<file path="config.mk">
export PLATFORM = sky130hd
export DESIGN_NAME = plcc_ctrl
export DESIGN_NICKNAME = d
export VERILOG_FILES = /design/src/plcc_pkg.sv /design/src/plcc_ctrl.sv
export VERILOG_INCLUDE_DIRS = /design/src
export SDC_FILE = /design/constraint.sdc
export NUM_CORES = 1
export LEC_CHECK = 0
export ABC_AREA = 1
export ABC_CLOCK_PERIOD_IN_PS = 3240
export BUFFER_PORTS_ARGS = -buffer_cell sky130_fd_sc_hd__buf_2
export CORE_UTILIZATION = 55
export DETAILED_ROUTE_END_ITERATION = 8
export PLACE_DENSITY_LB_ADDON = 0.15
export SYNTH_ARGS = -nofsm -noshare
export SYNTH_HDL_FRONTEND = slang
export SYNTH_SLANG_ARGS = --single-unit
</file>
<file path="constraint.sdc">
create_clock -name clk_i -period 3.24 [get_ports clk_i]
set_input_delay 0.324 -clock clk_i [delete_from_list [all_inputs] [get_ports clk_i]]
set_output_delay 0.324 -clock clk_i [all_outputs]
set_load 0.01 [all_outputs]
</file>
<file path="src/plcc_regs.svh">
`ifndef PLCC_REGS_SVH
`define PLCC_REGS_SVH

// Addresses carried by edge bursts
`define PLCC_ADDR_BOTH 3'h1
`define PLCC_ADDR_MAIN 3'h2
`define PLCC_ADDR_SUB 3'h3
`define PLCC_ADDR_RANGE 3'h4
`define PLCC_ADDR_TRICKLE 3'h5

// Edge count thresholds
`define PLCC_DATA_MAX 5'h10
`define PLCC_ADDR_MIN 5'h11
`define PLCC_ADDR_MAX 5'h15
`define PLCC_CNT_SAT 5'h1F

// Register reset value
`define PLCC_REG_RESET 4'h1

// Range codes
`define PLCC_RANGE_20MA 4'h1
`define PLCC_RANGE_30MA 4'h2
`define PLCC_RANGE_15MA 4'h3
`define PLCC_RANGE_TRICKLE 4'h4

// Level code that gives zero current
`define PLCC_LEVEL_OFF 4'h0

// Timing, microseconds, and clock rate in kHz
`define PLCC_LATCH_TIMEOUT_US 500
`define PLCC_SHUTDOWN_TIMEOUT_US 500
`define PLCC_CLK_KHZ 20000
`define PLCC_LATCH_CYCLES \
   ((`PLCC_LATCH_TIMEOUT_US * `PLCC_CLK_KHZ) / 1000)
`define PLCC_SHUTDOWN_CYCLES \
   ((`PLCC_SHUTDOWN_TIMEOUT_US * `PLCC_CLK_KHZ) / 1000)

`endif
</file>
<file path="src/plcc_pkg.sv">
package plcc_pkg;

   typedef enum logic [1:0] {
      PLCC_PUMP_1X,
      PLCC_PUMP_1P5X,
      PLCC_PUMP_2X
   } plcc_pump_t;

   typedef enum logic [1:0] {
      PLCC_FS_20MA,
      PLCC_FS_30MA,
      PLCC_FS_15MA,
      PLCC_FS_TRICKLE
   } plcc_scale_t;

   // Drive for one sink group: scale plus level or trickle step
   typedef struct packed {
      logic enable;
      plcc_scale_t scale;
      logic [3:0] level;
   } plcc_drive_t;

endpackage

</file>
<file path="src/plcc_ctrl.sv">
`timescale 1ns/1ps
`include "plcc_regs.svh"
// Contract
// Decode address and data from rising-edge counts
// Latch count after pin held high timeout
// Data registers 4 bits; counts above 16 address
// Counts 17 to 21 select addresses 1 to 5
// Counts 1 to 16 write addressed register
// Host sends address, pause, data, pause
// Repeated data bursts reuse the latched address
// Low past shutdown timeout disables all sinks
// First edge after shutdown selects address 1
// Shutdown resets every register to one
// Address 1 writes main and sub together
// Address 2 main only, address 3 sub only
// Address 4 range, address 5 low-current
// Range 1 to 3 uses main/sub levels
// Range 4 uses low-current register only
// Sixteen level codes, about 1 dB apart
// Level code 16 gives zero current
// Default range is 20 mA scale
// Tolerate edge bursts above 1 MHz
// Load switch default, pump on near dropout
// Pump starts 1.5X, steps to 2X
// Range codes 1:20, 2:30, 3:15, 4:low
// Low-current quartets select group and level
// Host high phases at least 50 ns
// Ignore counts above 21; clear counter on latch
// Waking edge counts toward first burst
module plcc_ctrl #(
   parameter int LATCH_CYCLES = `PLCC_LATCH_CYCLES,
   parameter int SHUTDOWN_CYCLES = `PLCC_SHUTDOWN_CYCLES
) (
   // Clock and reset
   input wire logic clk_i,
   input wire logic rst_i,
   // Control pin
   input wire logic ctrl_pin_i,
   // Dropout sensing, one bit per sink
   input wire logic [5:0] dropout_i,
   // Sink drive
   output plcc_pkg::plcc_drive_t main_drive_o,
   output plcc_pkg::plcc_drive_t sub_drive_o,
   output logic active_o,
   output plcc_pkg::plcc_pump_t pump_mode_o
);
   import plcc_pkg::*;

   localparam int TW = $clog2(LATCH_CYCLES > SHUTDOWN_CYCLES ?
                              LATCH_CYCLES + 1 : SHUTDOWN_CYCLES + 1);
   localparam logic [TW-1:0] LATCH_LAST = TW'(LATCH_CYCLES - 1);
   localparam logic [TW-1:0] SHUT_LAST = TW'(SHUTDOWN_CYCLES - 1);

   // Pin filter, timers and edge count
   logic [2:0] pin_sync;
   logic pin_level;
   logic pin_rise;
   logic [TW-1:0] high_timer;
   logic [TW-1:0] low_timer;
   logic latch_evt;
   logic shut_evt;
   logic awake;
   logic [4:0] edge_cnt;

   // Address, registers and write strobes
   logic [2:0] addr;
   logic [3:0] main_group_level;
   logic [3:0] sub_group_level;
   logic [3:0] full_scale_range;
   logic [3:0] trickle_level;
   logic [3:0] data_val;
   logic is_data;
   logic is_addr;
   logic wr_hit;
   logic wr_main;
   logic wr_sub;
   logic wr_range;
   logic wr_trickle;

   // Dropout filter and drive build
   logic [5:0] drop_vec;
   logic drop_prev;
   logic drop_rise;
   plcc_scale_t scale;
   plcc_drive_t next_main;
   plcc_drive_t next_sub;

   // Pass a stored 4-bit code through as the level; 16 is already stored as the zero-current code
   function automatic logic [3:0] code_level(input logic [3:0] code);
      code_level = code;
   endfunction

   // Second and third stages agree: the sample is trusted
   function automatic logic settled(input logic [2:0] stages);
      settled = (stages[1] == stages[2]);
   endfunction

   // Three-stage sampler; stage 0 is read only by stage 1
   always_ff @(posedge clk_i) begin
      if (rst_i) begin
         pin_sync <= 3'h0;
      end else begin
         pin_sync <= {pin_sync[1:0], ctrl_pin_i};
      end
   end

   // Level changes only when stages 1 and 2 agree
   always_ff @(posedge clk_i) begin
      if (rst_i) begin
         pin_level <= 1'b0;
      end else if (settled(pin_sync)) begin
         pin_level <= pin_sync[2];
      end
   end

   // One cycle per edge keeps 1 MHz bursts well within reach
   assign pin_rise = settled(pin_sync) && pin_sync[2] &&
                     !pin_level;

   // High-time counter runs only while the filtered pin is high
   always_ff @(posedge clk_i) begin
      if (rst_i || !pin_level || pin_rise) begin
         high_timer <= TW'(0);
      end else if (high_timer != LATCH_LAST) begin
         high_timer <= high_timer + TW'(1);
      end
   end

   assign latch_evt = pin_level && (high_timer == LATCH_LAST - TW'(1)) &&
                      (edge_cnt != 5'h00);

   always_ff @(posedge clk_i) begin
      if (rst_i || pin_level) begin
         low_timer <= TW'(0);
      end else if (low_timer != SHUT_LAST) begin
         low_timer <= low_timer + TW'(1);
      end
   end

   assign shut_evt = !pin_level && awake &&
                     (low_timer == SHUT_LAST - TW'(1));

   // An edge in the shutdown cycle still wakes, else it would be lost
   always_ff @(posedge clk_i) begin
      if (rst_i) begin
         awake <= 1'b0;
      end else if (pin_rise) begin
         awake <= 1'b1;
      end else if (shut_evt) begin
         awake <= 1'b0;
      end
   end

   // Edge counter saturates so long bursts stay above the address range
   always_ff @(posedge clk_i) begin
      if (rst_i) begin
         edge_cnt <= 5'h00;
      end else if (shut_evt) begin
         edge_cnt <= {4'h0, pin_rise};
      end else if (pin_rise) begin
         if (edge_cnt != `PLCC_CNT_SAT) begin
            edge_cnt <= edge_cnt + 5'h01;
         end
      end else if (latch_evt) begin
         edge_cnt <= 5'h00;
      end
   end

   assign is_data = (edge_cnt <= `PLCC_DATA_MAX);
   assign is_addr = (edge_cnt >= `PLCC_ADDR_MIN) &&
                    (edge_cnt <= `PLCC_ADDR_MAX);
   assign data_val = edge_cnt[3:0]; // 16 folds to code 0

   always_ff @(posedge clk_i) begin
      if (rst_i || shut_evt) begin
         addr <= `PLCC_ADDR_BOTH;
      end else if (latch_evt && is_addr) begin
         addr <= 3'(edge_cnt - `PLCC_DATA_MAX);
      end
   end

   // Write strobes; address 1 reaches both level registers
   assign wr_hit = latch_evt && is_data;
   assign wr_main = wr_hit && (addr == `PLCC_ADDR_BOTH ||
                               addr == `PLCC_ADDR_MAIN);
   assign wr_sub = wr_hit && (addr == `PLCC_ADDR_BOTH ||
                              addr == `PLCC_ADDR_SUB);
   assign wr_range = wr_hit && (addr == `PLCC_ADDR_RANGE);
   assign wr_trickle = wr_hit && (addr == `PLCC_ADDR_TRICKLE);

   // Address kept after a data write, so bursts may repeat
   always_ff @(posedge clk_i) begin
      if (rst_i || shut_evt) begin
         main_group_level <= `PLCC_REG_RESET;
      end else if (wr_main) begin
         main_group_level <= data_val;
      end
   end

   always_ff @(posedge clk_i) begin
      if (rst_i || shut_evt) begin
         sub_group_level <= `PLCC_REG_RESET;
      end else if (wr_sub) begin
         sub_group_level <= data_val;
      end
   end

   always_ff @(posedge clk_i) begin
      if (rst_i || shut_evt) begin
         full_scale_range <= `PLCC_REG_RESET;
      end else if (wr_range) begin
         full_scale_range <= data_val;
      end
   end

   always_ff @(posedge clk_i) begin
      if (rst_i || shut_evt) begin
         trickle_level <= `PLCC_REG_RESET;
      end else if (wr_trickle) begin
         trickle_level <= data_val;
      end
   end

   // Unlisted range codes fall back to the 20 mA scale
   always_comb begin
      unique case (full_scale_range)
         `PLCC_RANGE_30MA: scale = PLCC_FS_30MA;
         `PLCC_RANGE_15MA: scale = PLCC_FS_15MA;
         `PLCC_RANGE_TRICKLE: scale = PLCC_FS_TRICKLE;
         default: scale = PLCC_FS_20MA;
      endcase
   end

   // Trickle level field: 1-4 off, 5-8 sub, 9-12 main, 13-16 both; step 1..4 within quartet for 0.05/0.5/1/2 mA
   always_comb begin
      next_main.scale = scale;
      next_sub.scale = scale;
      if (scale == PLCC_FS_TRICKLE) begin
         // Level is the step within the quartet
         next_main.level = 4'(trickle_level[1:0] - 2'h1) + 4'h1;
         next_sub.level = next_main.level;
         unique case (2'(({1'b0, trickle_level} - 5'h01) >> 2))
            2'h0: begin
               next_main.enable = 1'b0;
               next_sub.enable = 1'b0;
            end
            2'h1: begin
               next_main.enable = 1'b0;
               next_sub.enable = 1'b1;
            end
            2'h2: begin
               next_main.enable = 1'b1;
               next_sub.enable = 1'b0;
            end
            2'h3: begin
               next_main.enable = 1'b1;
               next_sub.enable = 1'b1;
            end
         endcase
      end else begin
         next_main.level = code_level(main_group_level);
         next_sub.level = code_level(sub_group_level);
         next_main.enable = (main_group_level != `PLCC_LEVEL_OFF);
         next_sub.enable = (sub_group_level != `PLCC_LEVEL_OFF);
      end
      if (!awake) begin
         next_main.enable = 1'b0;
         next_sub.enable = 1'b0;
      end
   end

   always_ff @(posedge clk_i) begin
      if (rst_i) begin
         main_drive_o <= '0;
      end else begin
         main_drive_o <= next_main;
      end
   end

   always_ff @(posedge clk_i) begin
      if (rst_i) begin
         sub_drive_o <= '0;
      end else begin
         sub_drive_o <= next_sub;
      end
   end

   always_ff @(posedge clk_i) begin
      if (rst_i) begin
         active_o <= 1'b0;
      end else begin
         active_o <= awake;
      end
   end

   // Each sink flag is analog: own three-stage filter before the OR
   for (genvar g = 0; g < 6; g++) begin : g_drop
      logic [2:0] stage;
      logic level;
      always_ff @(posedge clk_i) begin
         if (rst_i) begin
            stage <= 3'h0;
         end else begin
            stage <= {stage[1:0], dropout_i[g]};
         end
      end
      always_ff @(posedge clk_i) begin
         if (rst_i) begin
            level <= 1'b0;
         end else if (settled(stage)) begin
            level <= stage[2];
         end
      end
      assign drop_vec[g] = level;
   end

   always_ff @(posedge clk_i) begin
      if (rst_i) begin
         drop_prev <= 1'b0;
      end else begin
         drop_prev <= |drop_vec;
      end
   end

   // New dropout on any sink after all were clear
   assign drop_rise = (|drop_vec) && !drop_prev;

   // Mode only climbs while awake; shutdown returns to load switch
   always_ff @(posedge clk_i) begin
      if (rst_i || !awake) begin
         pump_mode_o <= PLCC_PUMP_1X;
      end else if (drop_rise) begin
         unique case (pump_mode_o)
            PLCC_PUMP_1X: pump_mode_o <= PLCC_PUMP_1P5X;
            PLCC_PUMP_1P5X: pump_mode_o <= PLCC_PUMP_2X;
            PLCC_PUMP_2X: pump_mode_o <= PLCC_PUMP_2X;
            default: pump_mode_o <= PLCC_PUMP_1X;
         endcase
      end
   end

endmodule

</file>
==> results_tabular.tex <==
\begin{tabular}{lr}
\hline
Metric & Value \\
\hline
\multicolumn{2}{l}{\textbf{Detailed routing}} \\
\quad Number of vias in the routed layout & 3,382 \\
\quad DRC marker count from the first detailed-route iteration & 99 \\
\quad Routed wirelength normalized by instance count & 10.74 um \\
\quad DRC & 0 \\
\quad Via-to-Cell Ratio & 4.930 \\
\quad Top routing layer used & met4 \\
\quad Detailed-route wire length & 7370 um \\
\quad Wire length the detailed router placed on met1 & 3653 um \\
\quad Number of nets still failing antenna checks after routing & 0 \\
\quad Met3 Wirelength & 199 um \\
\quad DR pass1 iterations & 4 \\
\quad Wire length on met2 & 3401 um \\
\multicolumn{2}{l}{\textbf{Final layout}} \\
\quad Share of post-route cells with drive strength above 1 & 12.27\% \\
\quad Count of inserted antenna diode cells & 0 \\
\quad Net count, final & 602 \\
\quad Area overhead of the layout relative to synthesis & 8.607\% \\
\quad Non-filler instance count after layout & 686 \\
\multicolumn{2}{l}{\textbf{Clock network}} \\
\quad Count of hold-fix buffers inserted at cts & 0 \\
\quad Maximum buffer depth of the clock tree & 2 \\
\quad Number of buffers added for setup after CTS & 0 \\
\quad Clock tree from TritonCTS & done \\
\quad Clock buffer count from CTS & 9 \\
\quad H-tree levels & 3 \\
\quad Clock Latency Late Sink & 0.37 ns \\
\quad Clock Sink Count & 97 \\
\quad PostCTS Resize Cnt & 0 \\
\quad Library cell used as clock root buffer & clkbuf\_8 \\
\quad Clock-pin transition on the worst setup and hold timing paths & 0.11 ns \\
\multicolumn{2}{l}{\textbf{Synth}} \\
\quad Netlist Area Pre-Place & 4158 um2 \\
\quad Net Count, Synth & 580 \\
\quad Synth warn & 0 \\
\quad Number of flip-flops and latches in the synthesized netlist & 97 \\
\quad Fraction of the yosys area taken by sequential cells & 46.70\% \\
\quad Mapped Avg Cell Area & 7.425 um2 \\
\quad Instance count of the mapped netlist & 560 \\
\quad Distinct cell type count after synthesis & 32 \\
\multicolumn{2}{l}{\textbf{Power and ir drop}} \\
\quad Max IR drop VDD & 0.2511 mV \\
\quad Power per cell area & 452.3 nW/um2 \\
\quad Leakage power figure & 2.014 nW \\
\multicolumn{2}{l}{\textbf{Run status}} \\
\quad Status & complete, no violations \\
\multicolumn{2}{l}{\textbf{Floorplan}} \\
\quad Die extent in y & 88.95 um \\
\quad Horizontal die dimension & 88.95 um \\
\quad Core Box Area & 7292 um2 \\
\quad Die Area & 7911 um2 \\
\quad Starting Density & 57.02\% \\
\quad Row cnt & 31 \\
\quad Io pins & 26 \\
\multicolumn{2}{l}{\textbf{Hold path}} \\
\quad Hold Path End & g\_drop[4].stage[0] \\
\quad Worst Hold Path Cells & 3 \\
\quad Hold/Removal Path Class & input port to flip-flop \\
\quad Worst Min Path Start & dropout\_i[4] \\
\multicolumn{2}{l}{\textbf{Place}} \\
\quad Number of placed cells counting well taps & 670 \\
\quad Total of buffers placed on input and output ports & 25 \\
\quad Final HPWL DP & 5254 um \\
\quad Setup WS pre-CTS & 1.420 ns \\
\quad Final weighted congestion in routability-driven placement & 0.8179 \\
\multicolumn{2}{l}{\textbf{Worst setup path}} \\
\quad Setup slack, reg-to-reg & 1.41 ns \\
\quad Startpoint types & flip-flop \\
\quad Crit Reg-Reg Startpoint & edge\_cnt[0] \\
\quad Kind of end point of the critical path & flip-flop \\
\quad Crit path DAT & 2.10 ns \\
\quad Peak fanout along the critical path & 11 \\
\quad Crit Path Category & flip-flop to flip-flop \\
\quad End of the worst register-to-register path & main\_group\_level[1] \\
\quad Worst Reg-to-Reg Cells & 8 \\
\quad Data required time at the worst endpoint & 3.51 ns \\
\multicolumn{2}{l}{\textbf{Timing}} \\
\quad Max-Slew Margin vs Limit & 55.45\% \\
\quad Post-route setup TNS & 0 ns \\
\quad Final setup violation count & 0 \\
\quad Final worst path period need & 1.830 ns \\
\quad RSZ-0062 raised after global routing & no \\
\quad Worst Max-Slew Pin Slew & 0.6658 ns \\
\quad Smallest hold slack & 0.1430 ns \\
\quad Worst Clk Skew & 0.01084 ns \\
\quad Final critical-path setup slack & 1.410 ns \\
\quad Maximum clock frequency & 0.5465 GHz \\
\quad Final critical-path share of the clock period & 56.47\% \\
\quad Max Slew Vio Count & 0 \\
\quad Total count of hold-check failures in the final report & 0 \\
\multicolumn{2}{l}{\textbf{GRT}} \\
\quad Antenna violations before repair & 0 \\
\quad First-pass GRT wire length & 12,610 um \\
\quad Pin count of the biggest net entering global routing & 30 \\
\quad Total congestion overflow after global routing & 0 \\
\quad Global-route total usage across every layer & 20.49\% \\
\quad Via count of the first global-routing pass & 2,975 \\
\multicolumn{2}{l}{\textbf{Job}} \\
\quad Max-capacitance violation count & 0 \\
\hline
\end{tabular}
worst max-delay path by stage:
stage / start / to / cells past startpoint
after CTS: edge_cnt[0] / main_group_level[1] / 8
after detailed placement: edge_cnt[0] / main_group_level[1] / 8
final: edge_cnt[0] / main_group_level[1] / 8
after floorplan: edge_cnt[0] / full_scale_range[2] / 9
after global placement: edge_cnt[0] / main_group_level[1] / 8
after global routing: edge_cnt[0] / main_group_level[1] / 9
where the power goes:
group / total, mW / internal (mW) / switching [mW]
combinational: 0.0524 / 0.0175 / 0.0349
clock: 0.772 / 0.302 / 0.471
sequential: 1.22 / 1.21 / 0.00914
cell usage in the layout (no fill, tap or decap), types with 2 or more instances in the layout:
master / Yosys / layout
nand3_1: 36 / 36
clkbuf_8: 0 / 9
a22oi_1: 2 / 2
nor3_1: 5 / 5
dfxtp_1: 97 / 97
inv_1: 84 / 84
nand4_2: 4 / 4
nor2_4: 3 / 3
nor2_2: 13 / 13
or2_2: 2 / 2
nand4_1: 10 / 10
inv_2: 3 / 3
ha_1: 11 / 11
a21oi_1: 33 / 33
nand2_1: 92 / 92
a211oi_1: 3 / 3
a31oi_1: 4 / 4
nor2_1: 94 / 94
inv_6: 0 / 2
buf_2: 5 / 25
o21ai_0: 34 / 34
nand2_2: 4 / 4
clkinvlp_4: 0 / 2
nor3b_1: 2 / 2
xor2_1: 5 / 5
inv_8: 0 / 2
routing by layer:
layer / up-vias / track usage, %
met1: 1523 / 25.53
li1: 1811 / -
met3: 11 / 4.801
met4: 0 / 8.369
met5: - / 0
met2: 37 / 34.34
layout make-up:
type	count	area, um2
Clock buffer	9	123.9
Clock inverter	7	71.32
Fill cell	698	2776
Inverter	87	326.6
Multi-Input combinational cell	362	1803
Sequential cell	97	1942
Tap cell	99	123.9
Timing Repair Buffer	25	125.1
registers in the layout (all words and copies together) (netlist names), 2 cells and up, named ones only:
| signal | flops |
|---|---|
| addr | 3 |
| low_timer | 14 |
| full_scale_range | 4 |
| g_drop.level | 6 |
| g_drop.stage | 18 |
| sub_group_level | 4 |
| main_group_level | 4 |
| pin_sync | 3 |
| high_timer | 14 |
| edge_cnt | 5 |
| main_drive_o | 3 |
| sub_drive_o | 5 |
| pump_mode_o | 2 |
| trickle_level | 4 |
synthesized netlist by cell type:
| library cell | number | area (um2) |
|---|---|---|
| inv_1 | 84 | 315.3 |
| a31oi_1 | 4 | 25.02 |
| o31ai_1 | 1 | 7.510 |
| buf_6 | 2 | 22.52 |
| nor2_4 | 3 | 33.78 |
| nand4_2 | 4 | 50.05 |
| o21a_1 | 1 | 7.510 |
| buf_1 | 2 | 7.510 |
| nand4_1 | 10 | 62.56 |
| a22oi_1 | 2 | 15.01 |
| or2_2 | 2 | 12.51 |
| a21oi_1 | 33 | 165.2 |
| dfxtp_1 | 97 | 1942 |
| ha_1 | 11 | 137.6 |
| o21ai_1 | 1 | 5.000 |
| nand3_2 | 1 | 10.01 |
| nand2_1 | 92 | 345.3 |
| a211oi_1 | 3 | 22.52 |
| xor2_1 | 5 | 43.79 |
| clkbuf_1 | 1 | 3.750 |
| nor3_1 | 5 | 25.02 |
| nor2_1 | 94 | 352.8 |
| nor3_2 | 1 | 10.01 |
| o21ai_0 | 34 | 170.2 |
| nand2_2 | 4 | 25.02 |
| buf_2 | 5 | 25.02 |
| nor3b_1 | 2 | 15.01 |
| inv_2 | 3 | 11.26 |
| buf_4 | 3 | 22.52 |
| clkbuf_2 | 1 | 5.000 |
| nor2_2 | 13 | 81.33 |
| nand3_1 | 36 | 180.2 |
stage by stage:
step / util [%] / cell area [um2] / power, mW
6_report: 61.93 / 4516 / 2.043
4_1_cts: 61.93 / 4516 / 2.059
3_3_place_gp: 59.25 / 4320 / 1.297
5_1_grt: 61.93 / 4516 / 2.120
3_5_place_dp: 59.25 / 4320 / 1.299
2_1_floorplan: - / 4158 / 1.285
critical path: stages, from the launching register on:
cell     delay (ns)
dfxtp_1        0.57
inv_1          0.16
ha_1           0.24
nand3_1        0.10
inv_1          0.07
nor2_4         0.15
nand4_2        0.21
nor2_1         0.18
nor2_2         0.05
logic make-up (layout without fill, tap and decap cells):
kind of cell,after synthesis,in the layout,share of synthesized area (%)
XOR/XNOR,5,5,1.053
flip-flops,97,97,46.70
adder cells (fa/ha/maj),11,11,3.310
AO/OA/AOI/OAI,79,79,10.05
buffers and inverters,101,128,9.930
AND/OR/NAND/NOR,267,267,28.95
(Power assumes the default switching activity.)
